### src/verilog/fopg_defines.vh
// constants for the fast oscillator select and peripheral gate block
// Function
// [RULE1] fast oscillator control register resets to zero, oscillator off and unselected.
// [RULE2] fast oscillator control register takes single-bit and whole-byte writes.
// [RULE3] bit 0 stops the fast oscillator when 0, runs it when 1.
// [RULE4] bit 3 is read-only, high while the fast oscillator clock is supplied.
// [RULE5] bit 2 picks divider clock when 0, fast oscillator clock when 1.
// [RULE6] software waits 100 us after enabling the oscillator before selecting it.
// [RULE7] software keeps the internal oscillator running while the fast oscillator is enabled.
// [RULE8] cpu clock is main clock divided 1 to 32, or subclock divided 1 or 2.
// [RULE9] default cpu clock is internal oscillator divided by two.
// [RULE10] peripheral enable register resets to zero, all peripherals stopped and reset.
// [RULE11] peripheral enable register takes single-bit and whole-byte writes.
// [RULE12] enable bits 7..0: rtc, dac, adc, two-wire, serial 1, serial 0, timer 1, timer 0.
// [RULE13] a cleared enable stops the clock, blocks writes and holds reset.
// [RULE14] a set enable supplies the clock and allows reads and writes.
// [RULE15] adc enable also gates op-amp and voltage reference.
// [RULE16] rtc enable gates only the access clock; subclock to the counter keeps running.
// [RULE17] divider register resets to internal oscillator divided by two.
// [RULE18] unused bits 7..4 and 1 of the fast oscillator control read zero, ignore writes.
// [RULE19] switching to and from the fast clock is glitch-free; status follows completion.
`ifndef FOPG_DEFINES_VH
`define FOPG_DEFINES_VH
// ----------------------------------------
// register addresses
// ----------------------------------------
`define FOPG_ADDR_PCE 20'hF00F0
`define FOPG_ADDR_FOC 20'hF00F6
`define FOPG_ADDR_SCD 20'hFFFA4
// ----------------------------------------
// reset values and write masks
// ----------------------------------------
`define FOPG_RST_PCE 8'h00
`define FOPG_RST_FOC 8'h00
`define FOPG_RST_SCD 8'h09
`define FOPG_WMASK_FOC 8'h05
`define FOPG_WMASK_SCD 8'h5F
// ----------------------------------------
// field positions
// ----------------------------------------
`define FOPG_FOC_EN 0
`define FOPG_FOC_SEL 2
`define FOPG_FOC_SUP 3
`define FOPG_SCD_CLS 7
`define FOPG_SCD_CSS 6
`define FOPG_SCD_MCS 5
`define FOPG_SCD_MCM 4
`define FOPG_SCD_SDIV 3
`define FOPG_SCD_MDIV_HI 2
`define FOPG_SCD_MDIV_LO 0
`define FOPG_PCE_ADC 5
`define FOPG_PCE_RTC 7
`define FOPG_MDIV_MAX 3'h5
`endif
### src/verilog/fopg_clock_ctrl.v
// fast oscillator select, cpu clock divider and peripheral gates
`timescale 1ns/10ps
`default_nettype none
`include "fopg_defines.vh"
module fopg_clock_ctrl #(
    parameter NPER = 8
) (
    input wire core_clk_i,
    input wire resetn_i,
    input wire [19:0] sfr_addr_i,
    input wire sfr_wr_i,
    input wire sfr_bit_i,
    input wire [2:0] sfr_bit_sel_i,
    input wire [7:0] sfr_wdata_i,
    input wire sfr_rd_i,
    output reg [7:0] sfr_rdata_o,
    input wire ih_tick_i,
    input wire mx_tick_i,
    input wire sub_tick_i,
    input wire fast_osc_tick_i,
    input wire fast_osc_ready_i,
    input wire [NPER-1:0] periph_wr_req_i,
    output reg fast_osc_run_o,
    output reg cpu_clk_en_o,
    output reg [NPER-1:0] periph_clk_en_o,
    output reg [NPER-1:0] periph_wr_o,
    output reg [NPER-1:0] periph_resetn_o,
    output reg aux_clk_en_o,
    output reg aux_wr_o,
    output reg aux_resetn_o,
    output reg rtc_sub_clk_en_o
);

// ----------------------------------------
// helpers
// ----------------------------------------
function [7:0] apply_wr;
    input [7:0] old;
    input [7:0] data;
    input bitop;
    input [2:0] sel;
    input [7:0] wmask;
    reg [7:0] m;
    begin
        m = bitop ? (8'h01 << sel) : 8'hFF;
        m = m & wmask;
        apply_wr = (old & ~m) | (data & m);
    end
endfunction

function [4:0] div_term;
    input [2:0] mdiv;
    reg [2:0] d;
    begin
        d = (mdiv > `FOPG_MDIV_MAX) ? `FOPG_MDIV_MAX : mdiv;
        div_term = (5'h01 << d) - 5'h01;
    end
endfunction

// ----------------------------------------
// states
// ----------------------------------------
localparam [3:0] ST_NORM = 4'b0001;
localparam [3:0] ST_TO_FAST = 4'b0010;
localparam [3:0] ST_FAST = 4'b0100;
localparam [3:0] ST_TO_NORM = 4'b1000;

reg [7:0] pce_r;
reg [1:0] foc_r;
reg [5:0] scd_r;
reg [3:0] st_r;
reg [3:0] st_nxt;
reg [4:0] div_cnt_r;
reg sub_half_r;
reg rdy_s1_r;
reg rdy_s2_r;
reg rdy_s3_r;
reg rdy_r;

wire fast_en = foc_r[0];
wire fast_sel = foc_r[1];
wire css = scd_r[5];
wire mcm = scd_r[4];
wire sdiv = scd_r[3];
wire [2:0] mdiv = scd_r[2:0];
wire wr_pce = sfr_wr_i && (sfr_addr_i == `FOPG_ADDR_PCE);
wire wr_foc = sfr_wr_i && (sfr_addr_i == `FOPG_ADDR_FOC);
wire wr_scd = sfr_wr_i && (sfr_addr_i == `FOPG_ADDR_SCD);

// ----------------------------------------
// register writes
// ----------------------------------------
wire [7:0] foc_view = {4'h0, 1'b0, foc_r[1], 1'b0, foc_r[0]};
wire [7:0] scd_view = {1'b0, scd_r[5], 1'b0, scd_r[4:0]};
wire [7:0] foc_new = apply_wr(foc_view, sfr_wdata_i, sfr_bit_i, sfr_bit_sel_i, `FOPG_WMASK_FOC); // [RULE2] [RULE18]
wire [7:0] scd_new = apply_wr(scd_view, sfr_wdata_i, sfr_bit_i, sfr_bit_sel_i, `FOPG_WMASK_SCD);
wire [7:0] pce_new = apply_wr(pce_r, sfr_wdata_i, sfr_bit_i, sfr_bit_sel_i, 8'hFF); // [RULE11]

always @(posedge core_clk_i or negedge resetn_i) begin
    if (!resetn_i) begin
        pce_r <= `FOPG_RST_PCE; // [RULE10]
        foc_r <= 2'h0; // [RULE1]
        scd_r <= 6'h09; // [RULE17] [RULE9]
    end else begin
        if (wr_pce) begin
            pce_r <= pce_new;
        end
        if (wr_foc) begin
            foc_r <= {foc_new[`FOPG_FOC_SEL], foc_new[`FOPG_FOC_EN]}; // [RULE5] [RULE3]
        end
        if (wr_scd) begin
            scd_r <= {scd_new[`FOPG_SCD_CSS], scd_new[`FOPG_SCD_MCM:0]};
        end
    end
end

// ----------------------------------------
// register reads
// ----------------------------------------
wire sup_flag = (st_r == ST_FAST);
always @(posedge core_clk_i or negedge resetn_i) begin
    if (!resetn_i) begin
        sfr_rdata_o <= 8'h00;
    end else if (sfr_rd_i) begin
        case (sfr_addr_i)
            `FOPG_ADDR_PCE: sfr_rdata_o <= pce_r;
            `FOPG_ADDR_FOC: sfr_rdata_o <= foc_view | ({7'h00, sup_flag} << `FOPG_FOC_SUP); // [RULE4] [RULE18]
            `FOPG_ADDR_SCD: sfr_rdata_o <= {css, css, mcm, scd_r[4:0]};
            default: sfr_rdata_o <= 8'h00;
        endcase
    end
end

// ----------------------------------------
// oscillator ready synchroniser
// ----------------------------------------
always @(posedge core_clk_i or negedge resetn_i) begin
    if (!resetn_i) begin
        rdy_s1_r <= 1'b0;
        rdy_s2_r <= 1'b0;
        rdy_s3_r <= 1'b0;
        rdy_r <= 1'b0;
    end else begin
        rdy_s1_r <= fast_osc_ready_i;
        rdy_s2_r <= rdy_s1_r;
        rdy_s3_r <= rdy_s2_r;
        if (rdy_s2_r == rdy_s3_r) begin
            rdy_r <= rdy_s3_r;
        end
    end
end

// ----------------------------------------
// cpu clock divider
// ----------------------------------------
wire main_tick = mcm ? mx_tick_i : ih_tick_i;
wire main_div_tick = main_tick && (div_cnt_r >= div_term(mdiv)); // [RULE8]
wire sub_div_tick = sub_tick_i && (!sdiv || sub_half_r);
wire norm_tick = css ? sub_div_tick : main_div_tick;
wire fast_tick = fast_osc_tick_i && fast_en && rdy_r;

always @(posedge core_clk_i or negedge resetn_i) begin
    if (!resetn_i) begin
        div_cnt_r <= 5'h00;
        sub_half_r <= 1'b0;
    end else begin
        if (main_tick) begin
            div_cnt_r <= main_div_tick ? 5'h00 : div_cnt_r + 5'h01;
        end
        if (sub_tick_i) begin
            sub_half_r <= ~sub_half_r;
        end
    end
end

// ----------------------------------------
// glitch-free clock switch
// ----------------------------------------
wire want_fast = fast_sel && fast_en && rdy_r;
always @* begin
    st_nxt = st_r;
    case (st_r)
        ST_NORM: begin
            if (want_fast && norm_tick) begin
                st_nxt = ST_TO_FAST; // [RULE19]
            end
        end
        ST_TO_FAST: begin
            if (!want_fast) begin
                st_nxt = ST_NORM;
            end else if (fast_tick) begin
                st_nxt = ST_FAST;
            end
        end
        ST_FAST: begin
            if (!fast_en || !rdy_r) begin
                st_nxt = ST_TO_NORM;
            end else if (!fast_sel && fast_tick) begin
                st_nxt = ST_TO_NORM; // [RULE19]
            end
        end
        ST_TO_NORM: begin
            if (norm_tick) begin
                st_nxt = ST_NORM;
            end
        end
        default: st_nxt = ST_NORM;
    endcase
end

wire cpu_tick = (st_r == ST_NORM && norm_tick) || (st_r == ST_FAST && fast_tick); // [RULE5]

always @(posedge core_clk_i or negedge resetn_i) begin
    if (!resetn_i) begin
        st_r <= ST_NORM;
        cpu_clk_en_o <= 1'b0;
        fast_osc_run_o <= 1'b0;
    end else begin
        st_r <= st_nxt;
        cpu_clk_en_o <= cpu_tick;
        fast_osc_run_o <= fast_en; // [RULE3]
    end
end

// ----------------------------------------
// peripheral gates
// ----------------------------------------
always @(posedge core_clk_i or negedge resetn_i) begin
    if (!resetn_i) begin
        periph_clk_en_o <= {NPER{1'b0}};
        periph_wr_o <= {NPER{1'b0}};
        periph_resetn_o <= {NPER{1'b0}};
        aux_clk_en_o <= 1'b0;
        aux_wr_o <= 1'b0;
        aux_resetn_o <= 1'b0;
        rtc_sub_clk_en_o <= 1'b0;
    end else begin
        periph_clk_en_o <= pce_r[NPER-1:0] & {NPER{cpu_tick}}; // [RULE12] [RULE13] [RULE14]
        periph_wr_o <= pce_r[NPER-1:0] & periph_wr_req_i; // [RULE13] [RULE14]
        periph_resetn_o <= pce_r[NPER-1:0]; // [RULE13]
        aux_clk_en_o <= pce_r[`FOPG_PCE_ADC] && cpu_tick; // [RULE15]
        aux_wr_o <= pce_r[`FOPG_PCE_ADC] && periph_wr_req_i[`FOPG_PCE_ADC]; // [RULE15]
        aux_resetn_o <= pce_r[`FOPG_PCE_ADC]; // [RULE15]
        rtc_sub_clk_en_o <= sub_tick_i; // [RULE16]
    end
end

endmodule // fopg_clock_ctrl
`default_nettype wire

### config.mk
export PLATFORM = sky130hd
export DESIGN_NAME = fopg_clock_ctrl
export DESIGN_NICKNAME = d
export VERILOG_FILES = /design/src/verilog/fopg_clock_ctrl.v
export VERILOG_INCLUDE_DIRS = /design/src /design/src/verilog
export SDC_FILE = /design/constraint.sdc
export NUM_CORES = 1
export LEC_CHECK = 0
export BUFFER_PORTS_ARGS = -buffer_cell sky130_fd_sc_hd__buf_2
export CAP_MARGIN = 40
export CORE_MARGIN = 8
export CORE_UTILIZATION = 43
export CTS_BUF_LIST = sky130_fd_sc_hd__clkbuf_8 sky130_fd_sc_hd__clkbuf_16
export DETAILED_ROUTE_END_ITERATION = 10
export PLACE_DENSITY_LB_ADDON = 0.25
export RECOVER_POWER = 50
export SLEW_MARGIN = 0
export SYNTH_ARGS = -nofsm -noshare
export SYNTH_HDL_FRONTEND = slang
export SYNTH_SLANG_ARGS = --single-unit
### constraint.sdc
create_clock -name core_clk_i -period 6.6 [get_ports core_clk_i]
set_clock_uncertainty 0.1 [all_clocks]
set_input_delay 0 -clock core_clk_i [delete_from_list [all_inputs] [get_ports core_clk_i]]
set_output_delay 0 -clock core_clk_i [all_outputs]
set_load 0.02 [all_outputs]
==> flow_metrics.py <==
metrics = {
    "worst_setup_path": {
        "worst-r2r-cell-count": 7,
        "rrSetupSlack_ns": 3.97,
        "cp_max_fo": 65,
        "cp-end-kind": "async pin",
        "cp_data_arrival_time_ns": 3.01,
        "critPathKind": "primary input to async pin",
        "critPathLaunchType": "primary input",
        "required_ns": 6.19,
        "rr_endpoint": "periph_clk_en_o[3]$_DFF_PN0_",
    },
    "routing": {
        "drt_wl_total_um": 7460,
        "viasPerCell": 5.29,
        "dr.first_iter.drc_count": 142,
        "drtAntennaViolNets": 0,
        "drc_errors": 0,
        "dr.pass1.iters": 4,
        "wl_per_cell_um": 16.4,
        "vias": 2407,
    },
    "timing": {
        "hold_viol": 0,
        "setup_violations": 0,
        "drv_slew": 66,
        "period_share_pct": 51.8,
        "max_slew_margin_pct": -125,
        "fmax_ghz": 0.293,
        "rsz0062_at_grt": "false",
        "fin_crit_ns": 3.42,
        "tns_ns": 0,
        "worst_pin_slew_ns": 3.37,
        "worst_hold_slack_ns": 0.0502,
        "setup_slack_ns": 3.18,
    },
    "run_status": {
        "violations": "max-capacitance violations, max-slew violations",
        "status": "finished with violations",
    },
    "logic_synthesis": {
        "synth_area_leaders": "dfrtp_1, mux2_4, and2_1",
        "yosysSeqAreaShare_pct": 55.4,
        "synth_compound_area_share_pct": 9.45,
        "mappedNetlistArea_sq_um": 2940,
        "synth_cell_types": 51,
        "synthXorXnorAreaFrac_pct": 0.298,
        "synth_area_leader_cell": "dfrtp_1",
        "synthFlopType": "dfrtp_1",
        "synth_warnings": 0,
        "ys_ff_latch": 65,
        "synth_fa_ha_area_share_pct": 2.89,
        "synthCells": 259,
        "synth_top_family_by_area": "simple AND/OR/NAND/NOR gates",
        "synth_mux_area_share_pct": 7.49,
        "synth_top_area_share_pct": 52.8,
        "synthesis.nets": 314,
        "async_reset_ff_share_pct": 100,
        "synth_simple_gate_area_share_pct": 21.5,
        "synth.avg_cell_area_sq_um": 11.4,
        "synth_edf_count": 0,
    },
    "clock_network": {
        "cts_resized": 0,
        "clock_latency_ns": 0.35,
        "clock_path_buffers": 2,
        "clockRootBuffer": "clkbuf_8",
        "numCtsBuffers": 9,
        "ctsHtreeMaxLevel": 3,
        "clock_sinks": 65,
        "cts.hold.buffers_added": 22,
        "cts.clk_slew.worst_paths_ns": 0.07,
        "cts_setup_buffers": 0,
        "cts_tree": "yes",
    },
    "final_layout": {
        "drive_above_1_share_pct": 24.0,
        "num_antenna_cells": 0,
        "synthToLayoutAreaGrowth_pct": 29.8,
        "nets": 425,
        "post-route-cell-area_sq_um": 3820,
        "fillers": 596,
    },
    "floorplanning": {
        "placementRows": 30,
        "num_io_pins": 87,
        "core-area_sq_um": 6720,
        "die_w_um": 98.7,
        "fp.dieH_um": 98.7,
        "initial_core_util_pct": 43.8,
        "die_area_sq_um": 9740,
    },
    "global_routing": {
        "grt.total_usage_pct": 15.8,
        "grt_pass1_vias": 2526,
        "antenna_found_initial": 0,
        "grt_max_degree": 66,
        "grt_first_pass_wirelength_um": 12300,
        "grt_overflow": 0,
    },
    "placed_design": {
        "portBuffers": 86,
        "hpwlAfterDp_um": 5370,
        "placed_cell_area_sq_um": 3420,
        "pre_cts_ws_ns": 3.92,
        "place.gp.congestion": 0.857,
    },
    "pwr": {
        "p_leak_nw": 1.79,
        "power.density_nw_per_um2": 226,
        "peakVddDrop_v": 0.0000804,
    },
    "min_path": {
        "hold_path.class": "primary input to flip-flop",
        "min_path_cells": 5,
        "min_from": "sfr_addr_i[1]",
    },
    "run": {
        "cap_viol_max_count": 1,
    },
}
-- report_power, final --
| part | switching, W | internal (W) |
|---|---|---|
| registers | 0.00000564 | 0.000407 |
| clock network | 0.000166 | 0.000216 |
| logic | 0.0000384 | 0.0000293 |
| total | 0.000210 | 0.000652 |
-- synthesized netlist by cell type, drive strengths merged (2+ instances only) --
library cell and n:
o31ai 2, nor3 2, ha 6, nand2b 5, nor2b 2, nand3 17
inv 8, dfrtp 62, mux2 16, nand4 3, and3 4, a211oi 3
nor4b 2, clkbuf 2, a21oi 8, a31o 2, and4b 2, a221oi 5
nor4 3, o21ai 14, and2 17, or3 4, buf 7, a21o 2
nand2 19, or4b 2, nor2 20, dfstp 3
-- kinds of logic (layout without fill, tap and decap cells) --
| family | Yosys count | in the layout |
|---|---|---|
| simple gates | 109 | 109 |
| flops | 65 | 65 |
| compound gates | 43 | 43 |
| mux | 17 | 17 |
| buf+inv | 17 | 133 |
| fa+ha+maj | 7 | 7 |
| xor+xnor | 1 | 1 |
-- critical path, stage by stage --
cell	delay, ns
dlygate4sd3_1	0.52
buf_2	0.09
clkbuf_1	2.37
-- per-layer routing --
metal  GRT usage [%]  wire length, um
met2            24.3             3420
met5               0                0
met1            20.0             3470
met4            6.97              137
met3            4.72              434
-- cell type report --
type / count / area, sq um / area share [%]
Inverter: 8 / 30.0 / 0.787
Clock buffer: 9 / 124 / 3.25
Tap cell: 80 / 100 / 2.62
Multi-Input combinational cell: 177 / 1220 / 32.1
Timing Repair Buffer: 109 / 606 / 15.9
Clock inverter: 7 / 103 / 2.69
Sequential cell: 65 / 1630 / 42.7
-- how the worst max path moves through the flow --
| stage | startpoint | end | cells after the start |
|---|---|---|---|
| global placement | flip-flop | periph_clk_en_o[7]$_DFF_PN0_ | 7 |
| global route | resetn_i | cpu_clk_en_o$_DFF_PN0_ | 3 |
| CTS | flip-flop | periph_clk_en_o[3]$_DFF_PN0_ | 7 |
| detailed placement | flip-flop | periph_clk_en_o[3]$_DFF_PN0_ | 7 |
| floorplan | flip-flop | periph_clk_en_o[0]$_DFF_PN0_ | 7 |
| finish | resetn_i | periph_resetn_o[0]$_DFF_PN0_ | 3 |
-- placed cells by master (no fill, tap or decap), types with 3 or more instances in the layout --
| cell type | netlist | layout |
|---|---|---|
| a21oi_1 | 8 | 8 |
| and3_1 | 4 | 4 |
| nand2_1 | 19 | 19 |
| nand2b_1 | 5 | 5 |
| buf_2 | 3 | 47 |
| ha_1 | 6 | 6 |
| a211oi_1 | 3 | 3 |
| dlygate4sd3_1 | 0 | 22 |
| dfrtp_1 | 62 | 62 |
| inv_1 | 8 | 8 |
| a221oi_1 | 5 | 5 |
| o21ai_0 | 13 | 13 |
| nor2_1 | 20 | 20 |
| clkbuf_8 | 0 | 9 |
| nand4_1 | 3 | 3 |
| and2_1 | 17 | 14 |
| and2_0 | 0 | 3 |
| clkbuf_1 | 2 | 40 |
| or3_1 | 4 | 4 |
| mux2_2 | 8 | 8 |
| nand3_1 | 17 | 17 |
| dfstp_2 | 3 | 3 |
| mux2_4 | 8 | 8 |
-- per-stage QoR --
| stage | power (W) | util (%) | instances |
|---|---|---|---|
| after global routing | 0.000891 | 56.8 | 455 |
| after floorplan | 0.000443 | - | 259 |
| after CTS | 0.000870 | 57.6 | 455 |
| after global placement | 0.000478 | 50.9 | 417 |
| after detailed placement | 0.000480 | 50.9 | 417 |
| final | 0.000862 | 56.8 | 455 |
Power figures use the tool's default switching activity.
